[config.mk]
export PLATFORM = sky130hd
export DESIGN_NAME = trp_ctrl_flat
export DESIGN_NICKNAME = d
export VERILOG_FILES = /design/src/logic/trp_pkg.sv /design/src/logic/trp_if.sv /design/src/logic/trp_ctrl.sv /design/src/flat_wrapper.sv
export SDC_FILE = /design/constraint.sdc
export NUM_CORES = 1
export LEC_CHECK = 0
export BUFFER_PORTS_ARGS = -buffer_cell sky130_fd_sc_hd__clkbuf_2
export CAP_MARGIN = 25
export CORE_MARGIN = 5
export CORE_UTILIZATION = 30
export CTS_BUF_LIST = sky130_fd_sc_hd__clkbuf_8
export DETAILED_ROUTE_END_ITERATION = 10
export SETUP_SLACK_MARGIN = 0.1
export SLEW_MARGIN = 20
export SYNTH_ARGS = -nofsm -noshare
export SYNTH_HDL_FRONTEND = slang
export SYNTH_SLANG_ARGS = --single-unit
[constraint.sdc]
create_clock -name clk -period 2.1 [get_ports clk]
set_input_delay 0.315 -clock clk [delete_from_list [all_inputs] [get_ports clk]]
set_output_delay 0.315 -clock clk [all_outputs]
set_load 0.02 [all_outputs]
[src/logic/trp_pkg.sv]
/*
 Package for the transceiver reconfiguration port: widths, reset values and timing counts shared by
 the interface and both ends. It assumes both ends run on one reconfiguration clock.
*/
// Notes on behaviour
// Port set absent: outputs held at defaults.
// Reconfiguration access exists only when selected.
// Address is nine bits, selects location.
// Write data is separate sixteen-bit input.
// Read data returns on sixteen-bit output.
// Enable low: nothing; high: one access.
// Write-enable low reads, high writes.
// Ready pulses: write done or read valid.
// Busy flag; check clear before posting.
// All signals on clock edges; enable one cycle.
// One access outstanding until ready seen.
package trp_pkg;
   // Address and data widths of the reconfiguration space.
   localparam int TRP_ADDR_W = 9;
   localparam int TRP_DATA_W = 16;
   // Default values driven when the port set is not selected.
   localparam logic [15:0] TRP_RDATA_RST = 16'h0000;
   // Access latency of the device end, in reconfiguration clock cycles.
   localparam int TRP_LAT_CYC = 3;
   // Width of the latency counter.
   localparam int TRP_CNT_W = 4;
   // Depth of the device end's configuration space.
   localparam int TRP_DEPTH = 512;
   // Controller register offsets on its software port.
   localparam logic [1:0] TRP_REG_CTRL = 2'h0;
   localparam logic [1:0] TRP_REG_ADDR = 2'h1;
   localparam logic [1:0] TRP_REG_WDATA = 2'h2;
   localparam logic [1:0] TRP_REG_STAT = 2'h3;
   // Field positions in the control register.
   localparam int TRP_CTRL_GO = 0;
   localparam int TRP_CTRL_WR = 1;
   // Field positions in the status register.
   localparam int TRP_STAT_PEND = 0;
   localparam int TRP_STAT_DONE = 1;
   localparam int TRP_STAT_BUSY = 2;
   // Controller state enumeration.
   typedef enum logic [1:0] {TRP_IDLE, TRP_WAIT_BUSY, TRP_WAIT_RDY} trp_state_t;
endpackage

[src/logic/trp_if.sv]
/*
 Interface joining the device end of the reconfiguration port to the user-side controller.
 It assumes one clock and one reset shared by both ends.
*/
`timescale 1ns/1ps
interface trp_if
   import trp_pkg::*;
(
   input wire logic clk,
   input wire logic rst_n
);
   logic [TRP_ADDR_W-1:0] reconfig_address; // Location being accessed.
   logic [TRP_DATA_W-1:0] reconfig_write_data; // Data to write.
   logic [TRP_DATA_W-1:0] reconfig_read_data; // Data read back.
   logic reconfig_access_enable_sig; // One-cycle access request.
   logic reconfig_write_enable; // High for write.
   logic reconfig_ready; // One-cycle completion.
   logic reconfig_busy; // Device cannot take a request.
   // Device end sees requests and drives answers.
   modport dev (
      input clk, rst_n, reconfig_address, reconfig_write_data, reconfig_access_enable_sig,
      reconfig_write_enable,
      output reconfig_read_data, reconfig_ready, reconfig_busy
   );
   // Controller end drives requests.
   modport ctl (
      input clk, rst_n, reconfig_read_data, reconfig_ready, reconfig_busy,
      output reconfig_address, reconfig_write_data, reconfig_access_enable_sig, reconfig_write_enable
   );
endinterface

[src/logic/trp_ctrl.sv]
/*
 User-side controller of the reconfiguration port, ordered by software through four registers.
 It assumes a plain register port whose read data is wanted one cycle after the read strobe.
*/
`timescale 1ns/1ps
module trp_ctrl
   import trp_pkg::*;
(
   trp_if.ctl bus,
   input wire logic [1:0] sw_addr,
   input wire logic [15:0] sw_wdata,
   input wire logic sw_write,
   input wire logic sw_read,
   output logic [15:0] sw_rdata
);
   trp_state_t st_q, st_d; // Sequencer state.
   logic [TRP_ADDR_W-1:0] adr_q, adr_d; // Address register.
   logic [TRP_DATA_W-1:0] wd_q, wd_d; // Write data register.
   logic wr_q, wr_d; // Latched direction.
   logic en_q, en_d; // Enable pulse register.
   logic done_q, done_d; // Sticky completion flag.
   logic [TRP_DATA_W-1:0] rd_q, rd_d; // Captured read data.
   logic [15:0] srd_q, srd_d; // Software read data.
   logic go; // Software start request.

   assign go = sw_write && (sw_addr == TRP_REG_CTRL) && sw_wdata[TRP_CTRL_GO];

   // Next-state logic: sequencer plus software registers.
   always_comb begin
      st_d = st_q;
      adr_d = adr_q;
      wd_d = wd_q;
      wr_d = wr_q;
      en_d = 1'b0;
      done_d = done_q;
      rd_d = rd_q;
      srd_d = 16'h0000;
      if (sw_write && sw_addr == TRP_REG_ADDR) begin
         adr_d = sw_wdata[TRP_ADDR_W-1:0];
      end
      if (sw_write && sw_addr == TRP_REG_WDATA) begin
         wd_d = sw_wdata;
      end
      // Reading status clears done; a completion in the same cycle wins below.
      if (sw_read && sw_addr == TRP_REG_STAT) begin
         done_d = 1'b0;
      end
      case (st_q)
         TRP_IDLE: begin
            // A start while busy with an access is ignored.
            if (go) begin
               wr_d = sw_wdata[TRP_CTRL_WR];
               st_d = TRP_WAIT_BUSY;
            end
         end
         TRP_WAIT_BUSY: begin
            if (!bus.reconfig_busy) begin
               en_d = 1'b1;
               st_d = TRP_WAIT_RDY;
            end
         end
         TRP_WAIT_RDY: begin
            // No new enable until ready closes this access.
            if (bus.reconfig_ready) begin
               done_d = 1'b1;
               if (!wr_q) begin
                  rd_d = bus.reconfig_read_data;
               end
               st_d = TRP_IDLE;
            end
         end
         default: st_d = TRP_IDLE;
      endcase
      if (sw_read) begin
         case (sw_addr)
            TRP_REG_CTRL: srd_d = {14'h0, wr_q, 1'b0};
            TRP_REG_ADDR: srd_d = {7'h00, adr_q};
            TRP_REG_WDATA: srd_d = rd_q;
            TRP_REG_STAT: srd_d = {13'h0, bus.reconfig_busy, done_q, st_q != TRP_IDLE};
            default: srd_d = 16'h0000;
         endcase
      end
   end

   // Registers of the controller.
   always_ff @(posedge bus.clk or negedge bus.rst_n) begin
      if (!bus.rst_n) begin
         st_q <= TRP_IDLE;
         adr_q <= '0;
         wd_q <= '0;
         wr_q <= 1'b0;
         en_q <= 1'b0;
         done_q <= 1'b0;
         rd_q <= '0;
         srd_q <= 16'h0000;
      end else begin
         st_q <= st_d;
         adr_q <= adr_d;
         wd_q <= wd_d;
         wr_q <= wr_d;
         en_q <= en_d;
         done_q <= done_d;
         rd_q <= rd_d;
         srd_q <= srd_d;
      end
   end

   assign bus.reconfig_access_enable_sig = en_q;
   assign bus.reconfig_write_enable = wr_q;
   assign bus.reconfig_address = adr_q;
   assign bus.reconfig_write_data = wd_q;
   assign sw_rdata = srd_q;
endmodule // trp_ctrl

[src/flat_wrapper.sv]
// flat-port wrapper written by rule: the top's interface ports become plain ports
module trp_ctrl_flat import trp_pkg::*;
  (sw_addr, sw_wdata, sw_write, sw_read, sw_rdata, clk, rst_n, bus_reconfig_read_data, bus_reconfig_ready, bus_reconfig_busy, bus_reconfig_address, bus_reconfig_write_data, bus_reconfig_access_enable_sig, bus_reconfig_write_enable);
  trp_if bus_i (.clk(clk), .rst_n(rst_n));
  input wire logic [1:0] sw_addr;
  input wire logic [15:0] sw_wdata;
  input wire logic sw_write;
  input wire logic sw_read;
  output logic [15:0] sw_rdata;
  input wire logic clk;
  input wire logic rst_n;
  input wire logic [$bits(bus_i.reconfig_read_data)-1:0] bus_reconfig_read_data;
  input wire logic [$bits(bus_i.reconfig_ready)-1:0] bus_reconfig_ready;
  input wire logic [$bits(bus_i.reconfig_busy)-1:0] bus_reconfig_busy;
  output wire logic [$bits(bus_i.reconfig_address)-1:0] bus_reconfig_address;
  output wire logic [$bits(bus_i.reconfig_write_data)-1:0] bus_reconfig_write_data;
  output wire logic [$bits(bus_i.reconfig_access_enable_sig)-1:0] bus_reconfig_access_enable_sig;
  output wire logic [$bits(bus_i.reconfig_write_enable)-1:0] bus_reconfig_write_enable;
  assign bus_i.reconfig_read_data = bus_reconfig_read_data;
  assign bus_i.reconfig_ready = bus_reconfig_ready;
  assign bus_i.reconfig_busy = bus_reconfig_busy;
  assign bus_reconfig_address = bus_i.reconfig_address;
  assign bus_reconfig_write_data = bus_i.reconfig_write_data;
  assign bus_reconfig_access_enable_sig = bus_i.reconfig_access_enable_sig;
  assign bus_reconfig_write_enable = bus_i.reconfig_write_enable;
  trp_ctrl u_core (.bus(bus_i), .sw_addr(sw_addr), .sw_wdata(sw_wdata), .sw_write(sw_write), .sw_read(sw_read), .sw_rdata(sw_rdata));
endmodule
==> metrics.md, run 1 <==
| Metric | Value |
|---|---|
| Critical Path Source | `u_core.st_q[0]` |
| Syn nets | `between 150 and 200` |
| Root Driver | `clkbuf_8` |
| Crit share post-route | `0.675` |
| Initial antenna violation count | `0` |
| IR drop worst, VDD | `464 uV` |
| Least-Margin Pin Slew | `just over 0.5 ns` |
| RSZ-0062 raised after global routing | `false` |
| Startpoint class of the critical path | `register` |
| Avg WL per Cell | `15.5 um` |
| Clock Pin Slew Worst Setup and Hold Paths | `0.07 ns` |
| Commonest non-fill, non-tap cell in the layout | `clkbuf_2` |
| Crit-path max cell delay | `0.42 ns` |
| R2R depth | `4` |
| Clock sink total | `a little over 60` |
| First drt pass iteration count | `4` |
| FF+latch count, synth | `62` |
| Worst path top cell family by delay | `flip-flops` |
| Yosys cell types | `25` |
| Max_slew headroom | `0.656` |
| Critical Path, Cell by Cell | `nand3b_1 > nor2_2 > buf_4 > mux2_2` |
| Gate power share | `0.227` |
| Commonest non-fill, non-tap cells in the layout | `81 x clkbuf_2, 62 x dfrtp_1, 33 x mux2_2` |
| WP buf/inv | `1` |
| Setup violators final | `0` |
| Top FF cell, synth | `dfrtp_1` |
| Clk_skew | `0.00816 ns` |
| FF-to-FF End | `u_core.rd_q[13]` |
| CTS tree | `built` |
| RePlAce Congestion | `0.719` |
| Buffers on Ports | `82` |
| Clock latency on the worst-skew pair | `0.33 ns` |
| Starting density of the core | `0.312` |
| Sw Share | `0.292` |
| Syn Area/Cell | `15.6 sq um` |
| DR vias/cell | `4.44` |
| Int Pwr | `2.30 mW` |
| Overflow after GRT | `0` |
| I/O pins | `83` |
| Mapped Area | `between 2000 and 2500 sq um` |
| N_diodes | `0` |
| Total CTS buffers | `9` |
| Fillers | `approximately 770` |
| Core ar. | `7810 sq um` |
| Leakage | `1.60 nW` |
| Post-synth ARST share | `1.00` |
| Setup TNS | `0 ns` |
| Net switching power | `about 0.95 mW` |
| Final wirelength | `5500 um` |
| Worst Setup EP | `u_core.rd_q[13]` |
| WP data arrival | `1.64 ns` |
| Tmin final | `about 1.4 ns` |
| Share of power burned in registers | `0.501` |
| Clk buf depth | `2` |
| R2R Path Start | `u_core.st_q[0]` |
| Die Y | `100 um` |
| Setup CP Type | `reg -> reg` |
| Fraction of layout cells with a size suffix above 1 | `0.587` |
| 1st-iter DRT viols | `33` |
| Reg2Reg Setup Slack | `0.68 ns` |
| Total Routing Usage GR | `0.118` |
| Status | `finished, final reports clean` |
| Setup bufs post-CTS | `0` |
| Crit. path cell count | `4` |
| Maximum clock rate | `0.706 GHz` |
| Via count | `~1.6k` |
| Count of pins over their slew limit | `0` |
| Crit path capture type | `register` |
| Mapped Cells | `156` |
| Seq/Total Area, Yosys | `0.637` |
| Hold crit path type | `in -> reg` |
| Vias in the first global route | `1735` |
| Pwr dens | `a little over 1000 nW/um^2` |
| Global-route wire length before repair | `just under 9000 um` |
| Pin count of the biggest net entering global routing | `63` |
| DRC | `0` |
| Max-cap violations | `0` |
| Critical Path RT | `roughly 2.3 ns` |
| Fin. Hold Viols | `0` |
| Tightest hold margin | `around 0.21 ns` |
| Die area | `10000 sq um` |
| Die width | `~100 um` |
| Yosys warns | `0` |
| FP Rows | `32` |
| Clk pwr share | `0.272` |
| EDFF count, synth | `0` |
| Worst-path maximum fanout | `10` |
| Hpwl dp | `3910 um` |
| Antenna Violating Nets Remaining | `0` |
| Layout area overhead | `29.1%` |
| H-Tree Depth | `3` |
| Post-cts resize count | `0` |
| Nets | `roughly 290` |
| Slowest CP cell | `dfrtp_1` |
==> registers in the layout, summed over array words and instances (netlist names) <==
register and cells:
u_core.bus.reconfig_write_data 16, u_core.rd_q 16, u_core.sw_rdata 16, u_core.bus.reconfig_address 9, u_core.st_q 2, u_core.bus.reconfig_access_enable_sig 1
u_core.bus.reconfig_write_enable 1, u_core.done_q 1
==> area by class of cell <==
class	count	area, sq um	area share
repair buffers	86	455	0.145
clock buffers	10	138	0.0438
multi-input cells	88	843	0.268
flip-flops and latches	62	1550	0.493
clock inverters	6	30.0	0.00955
well taps	102	128	0.0406
==> cell families after synthesis <==
group,synth area share
flip-flops,0.637
AND/OR/NAND/NOR,0.0888
buffers and inverters,0.0175
multiplexers,0.229
AO/OA/AOI/OAI,0.0282
==> Yosys cell counts, types with 2 or more instances <==
master	number	area (sq um)
dfrtp_1	62	1550
mux2_2	33	372
mux2_4	10	150
and2_1	8	50.1
a22oi_1	7	52.6
nor2b_1	7	43.8
nand2_1	4	15.0
nor2_1	4	15.0
buf_6	2	22.5
clkbuf_1	2	7.51
nand3b_1	2	15.0
nor3b_1	2	15.0
==> power groups by stage <==
stage	Sequential [mW]	Combinational (mW)	Clock [mW]
6_report	1.63	0.737	0.882
5_1_grt	1.67	0.804	0.984
4_1_cts	1.63	0.756	0.928
3_5_place_dp	1.65	0.752	0
3_3_place_gp	1.64	0.732	0
2_1_floorplan	1.78	0.337	0
==> stage by stage <==
stage	util	area, sq um	worst slack (ns)	power [mW]	instances
floorplan	-	2440	0.613	2.11	156
global placement	0.380	2970	0.574	2.38	337
detailed placement	0.380	2970	0.534	2.40	337
CTS	0.403	3150	0.651	3.31	354
global route	0.403	3150	0.573	3.46	354
finish	0.403	3150	0.683	3.25	354
==> how the worst min path moves through the flow <==
stage,endpoint,slack (ns),start,cells after the start
2_1_floorplan,u_core.bus.reconfig_access_enable_sig,0.02,rst_n,0
3_3_place_gp,u_core.sw_rdata[13],0.35,rst_n,2
3_5_place_dp,u_core.sw_rdata[13],0.35,rst_n,2
4_1_cts,u_core.bus.reconfig_access_enable_sig,0.18,bus_reconfig_busy,2
5_1_grt,u_core.bus.reconfig_write_data[12],0.18,sw_wdata[12],2
6_report,u_core.bus.reconfig_access_enable_sig,0.21,bus_reconfig_busy,2
==> routing by layer <==
metal / wire length [um] / up-vias / global-route usage
li1: - / 733 / -
met2: 2530 / 66 / 0.178
met1: 2350 / 762 / 0.148
met4: 76 / 0 / 0.0373
met3: 545 / 9 / 0.0605
met5: 0 / - / 0
==> what timing repair did <==
item	4_1_cts	5_1_grt
hold buffers	1	0
endpoints found under the setup margin	0	0
endpoints found under the hold margin	62	0
(Power assumes the default switching activity.)
==> run 2, diff against run 1 <==
==> constraint.sdc (replaced) <==
create_clock -name clk -period 1.4 [get_ports clk]
set_input_delay 0.21 -clock clk [delete_from_list [all_inputs] [get_ports clk]]
set_output_delay 0.21 -clock clk [all_outputs]
set_load 0.02 [all_outputs]
==> run 2 against run 1 <==
Effect of this change:
- critical path depth is the same
- via count grew 1.8%
- flip-flop and latch count is the same
- sequential power grew 51%
- clock skew grew 0.0024 ns
- final area grew 4.8%
- count of clock-buffer cells in the layout grew 1
- power grew 62%
- routed wire length shrank 0.75%
- largest power group unchanged
==> metrics.md, run 2 (synthesized netlist as in run 1, its figures left out) <==
| Metric | Value |
|---|---|
| Clk buf depth | `2 (unchanged)` |
| Met2 Use GR | `0.176 (-0.00204)` |
| Antenna Violating Nets Remaining | `0 (unchanged)` |
| Share of power burned in registers | `0.468 (-0.033)` |
| Commonest non-fill, non-tap cell in the layout | `clkbuf_2` |
| Setup CP Type | `reg -> reg` |
| Sw Share | `0.280 (-0.0120)` |
| H-Tree Depth | `3 (unchanged)` |
| Hold crit path type | `in -> reg` |
| Critical Path RT | `1.62 ns (-0.70 ns)` |
| Hpwl dp | `3890 um (-0.53%)` |
| Crit path capture type | `register` |
| Total CTS buffers | `9 (unchanged)` |
| Leakage | `1.68 nW (+4.9%)` |
| Placed insts | `343 (+1.8%)` |
| Setup violators final | `0 (unchanged)` |
| Met3 GRT Util | `0.0445 (-0.0160)` |
| Clk pwr share | `0.304 (+0.032)` |
| Clock latency on the worst-skew pair | `0.34 ns (about the same)` |
| Int Pwr | `3.78 mW (+64%)` |
| Tmin final | `1.34 ns (-0.0720 ns)` |
| R2R Path Start | `u_core.st_q[0]` |
| Final Util | `0.422 (+0.0192)` |
| Worst-path maximum fanout | `11 (+1)` |
| Layout area overhead | `35.2%` |
| R2R depth | `4 (unchanged)` |
| Buffers on Ports | `82 (unchanged)` |
| Post-Place Worst Slack | `0.0198 ns (-0.514 ns)` |
| Avg WL per Cell | `15.2 um (-2.4%)` |
| Global-route wire length before repair | `8800 um (-0.16%)` |
| Clk_skew | `0.0105 ns (+0.00239 ns)` |
| Pwr dens | `1590 nW/um^2 (+54%)` |
| Post-layout worst setup margin | `0.0554 ns (-0.628 ns)` |
| Clock sink total | `62 (unchanged)` |
| Count of pins over their slew limit | `0 (unchanged)` |
| Die area | `10000 sq um (unchanged)` |
| Nets | `293 (+2.1%)` |
| Critical Path Source | `u_core.st_q[0]` |
| Initial antenna violation count | `0 (unchanged)` |
| RePlAce Congestion | `0.694 (-3.5%)` |
| Core ar. | `7810 sq um (unchanged)` |
| Fin. Hold Viols | `0 (unchanged)` |
| 1st-iter DRT viols | `41 (+24%)` |
| Cell area after placement | `3080 sq um (+3.8%)` |
| Net switching power | `1.47 mW (+55%)` |
| Setup bufs post-CTS | `0 (unchanged)` |
| Hold path start | `bus_reconfig_busy` |
| Max-cap violations | `0 (unchanged)` |
| Die width | `100 um (unchanged)` |
| Tightest hold margin | `0.0858 ns (-0.124 ns)` |
| Crit share post-route | `0.960 (+0.286)` |
| Commonest non-fill, non-tap cells in the layout | `81 x clkbuf_2, 62 x dfrtp_1, 23 x mux2_2` |
| Fillers | `751 (-2.3%)` |
| Status | `finished, final reports clean` |
| Fin area | `3300 sq um (+4.8%)` |
| IR drop worst, VDD | `529 uV (+14%)` |
| Max_slew headroom | `0.734 (+0.0772)` |
| Via count | `1598 (+1.8%)` |
| Fraction of layout cells with a size suffix above 1 | `0.597 (+0.00960)` |
| DRC | `0 (unchanged)` |
| Clock Pin Slew Worst Setup and Hold Paths | `0.06 ns (about the same)` |
| DR vias/cell | `4.44 (about the same)` |
| Vias in the first global route | `1735 (unchanged)` |
| I/O pins | `83 (unchanged)` |
| Maximum clock rate | `0.744 GHz (+5.4%)` |
| GR Util met1 | `0.144 (-0.00410)` |
| Die Y | `100 um (unchanged)` |
| Startpoint class of the critical path | `register` |
| First drt pass iteration count | `4 (unchanged)` |
| RSZ-0062 raised after global routing | `true` |
| WP data arrival | `1.56 ns (-0.08 ns)` |
| Starting density of the core | `0.312 (unchanged)` |
| Top Usage Layer GRT | `met2` |
| Pin count of the biggest net entering global routing | `63 (unchanged)` |
| Area of the multi-input gates | `886 sq um (+5.0%)` |
| Register area | `1550 sq um (unchanged)` |
| Gate power share | `0.228 (about the same)` |
| Layout Cells excl Fill | `360 (+1.7%)` |
| Root Driver | `clkbuf_8` |
| Overflow after GRT | `0 (unchanged)` |
| FP Rows | `32 (unchanged)` |
| Total Routing Usage GR | `0.116 (-0.00179)` |
| WHS Path Cells | `2 (unchanged)` |
| CTS tree | `built` |
| N_diodes | `0 (unchanged)` |
| Least-Margin Pin Slew | `0.398 ns (-0.116 ns)` |
| Final wirelength | `5460 um (-0.75%)` |
## run 2: final timing paths
check / end / slack [ns]
worst max-delay path: u_core.rd_q[14] / 0.06
worst max register to register: u_core.rd_q[14] / 0.06
worst min-delay path: u_core.bus.reconfig_access_enable_sig / 0.09
worst min register to register: u_core.sw_rdata[10] / 0.47
max in group asynchronous: u_core.sw_rdata[3] / 0.70
min in group asynchronous: u_core.bus.reconfig_write_data[14] / 0.42
## run 2: routing by layer
metal,up-vias,wire [um]
met5,-,0
met4,0,91
met3,8,405
met2,59,2560
met1,780,2400
li1,751,-
## run 2: critical path: stages, from the launching register on
cell,delay (ns)
dfrtp_1,0.37
nand3b_1,0.22
nor2_4,0.15
buf_12,0.16
mux2_2,0.33
## run 2: final cells by class
class | instances | area share
flip-flops and latches | 62 | 0.471
clock inverters | 5 | 0.0152
repair buffers | 92 | 0.161
clock buffers | 11 | 0.0459
multi-input cells | 88 | 0.269
well taps | 102 | 0.0387
## run 2: metrics by stage
stage	TNS (ns)	power, mW
final	0	5.25
after global routing	-0.0481	5.53
after CTS	0	5.34
after detailed placement	0	3.70
after global placement	0	3.67
after floorplan	-0.275	3.26
## run 2: repair_timing
item / in CTS / in global routing
pin swaps: 1 / 0
hold endpoints to repair: 62 / 0
endpoints found under the setup margin: 16 / 16
hold buffers: 1 / 0
gates resized for setup: 1 / 0
## run 2: power groups by stage
stage	Sequential [mW]	Clock [mW]	Combinational, mW
finish	2.46	1.59	1.20
global route	2.51	1.73	1.29
CTS	2.46	1.65	1.22
detailed placement	2.48	0	1.22
global placement	2.48	0	1.19
floorplan	2.67	0	0.588
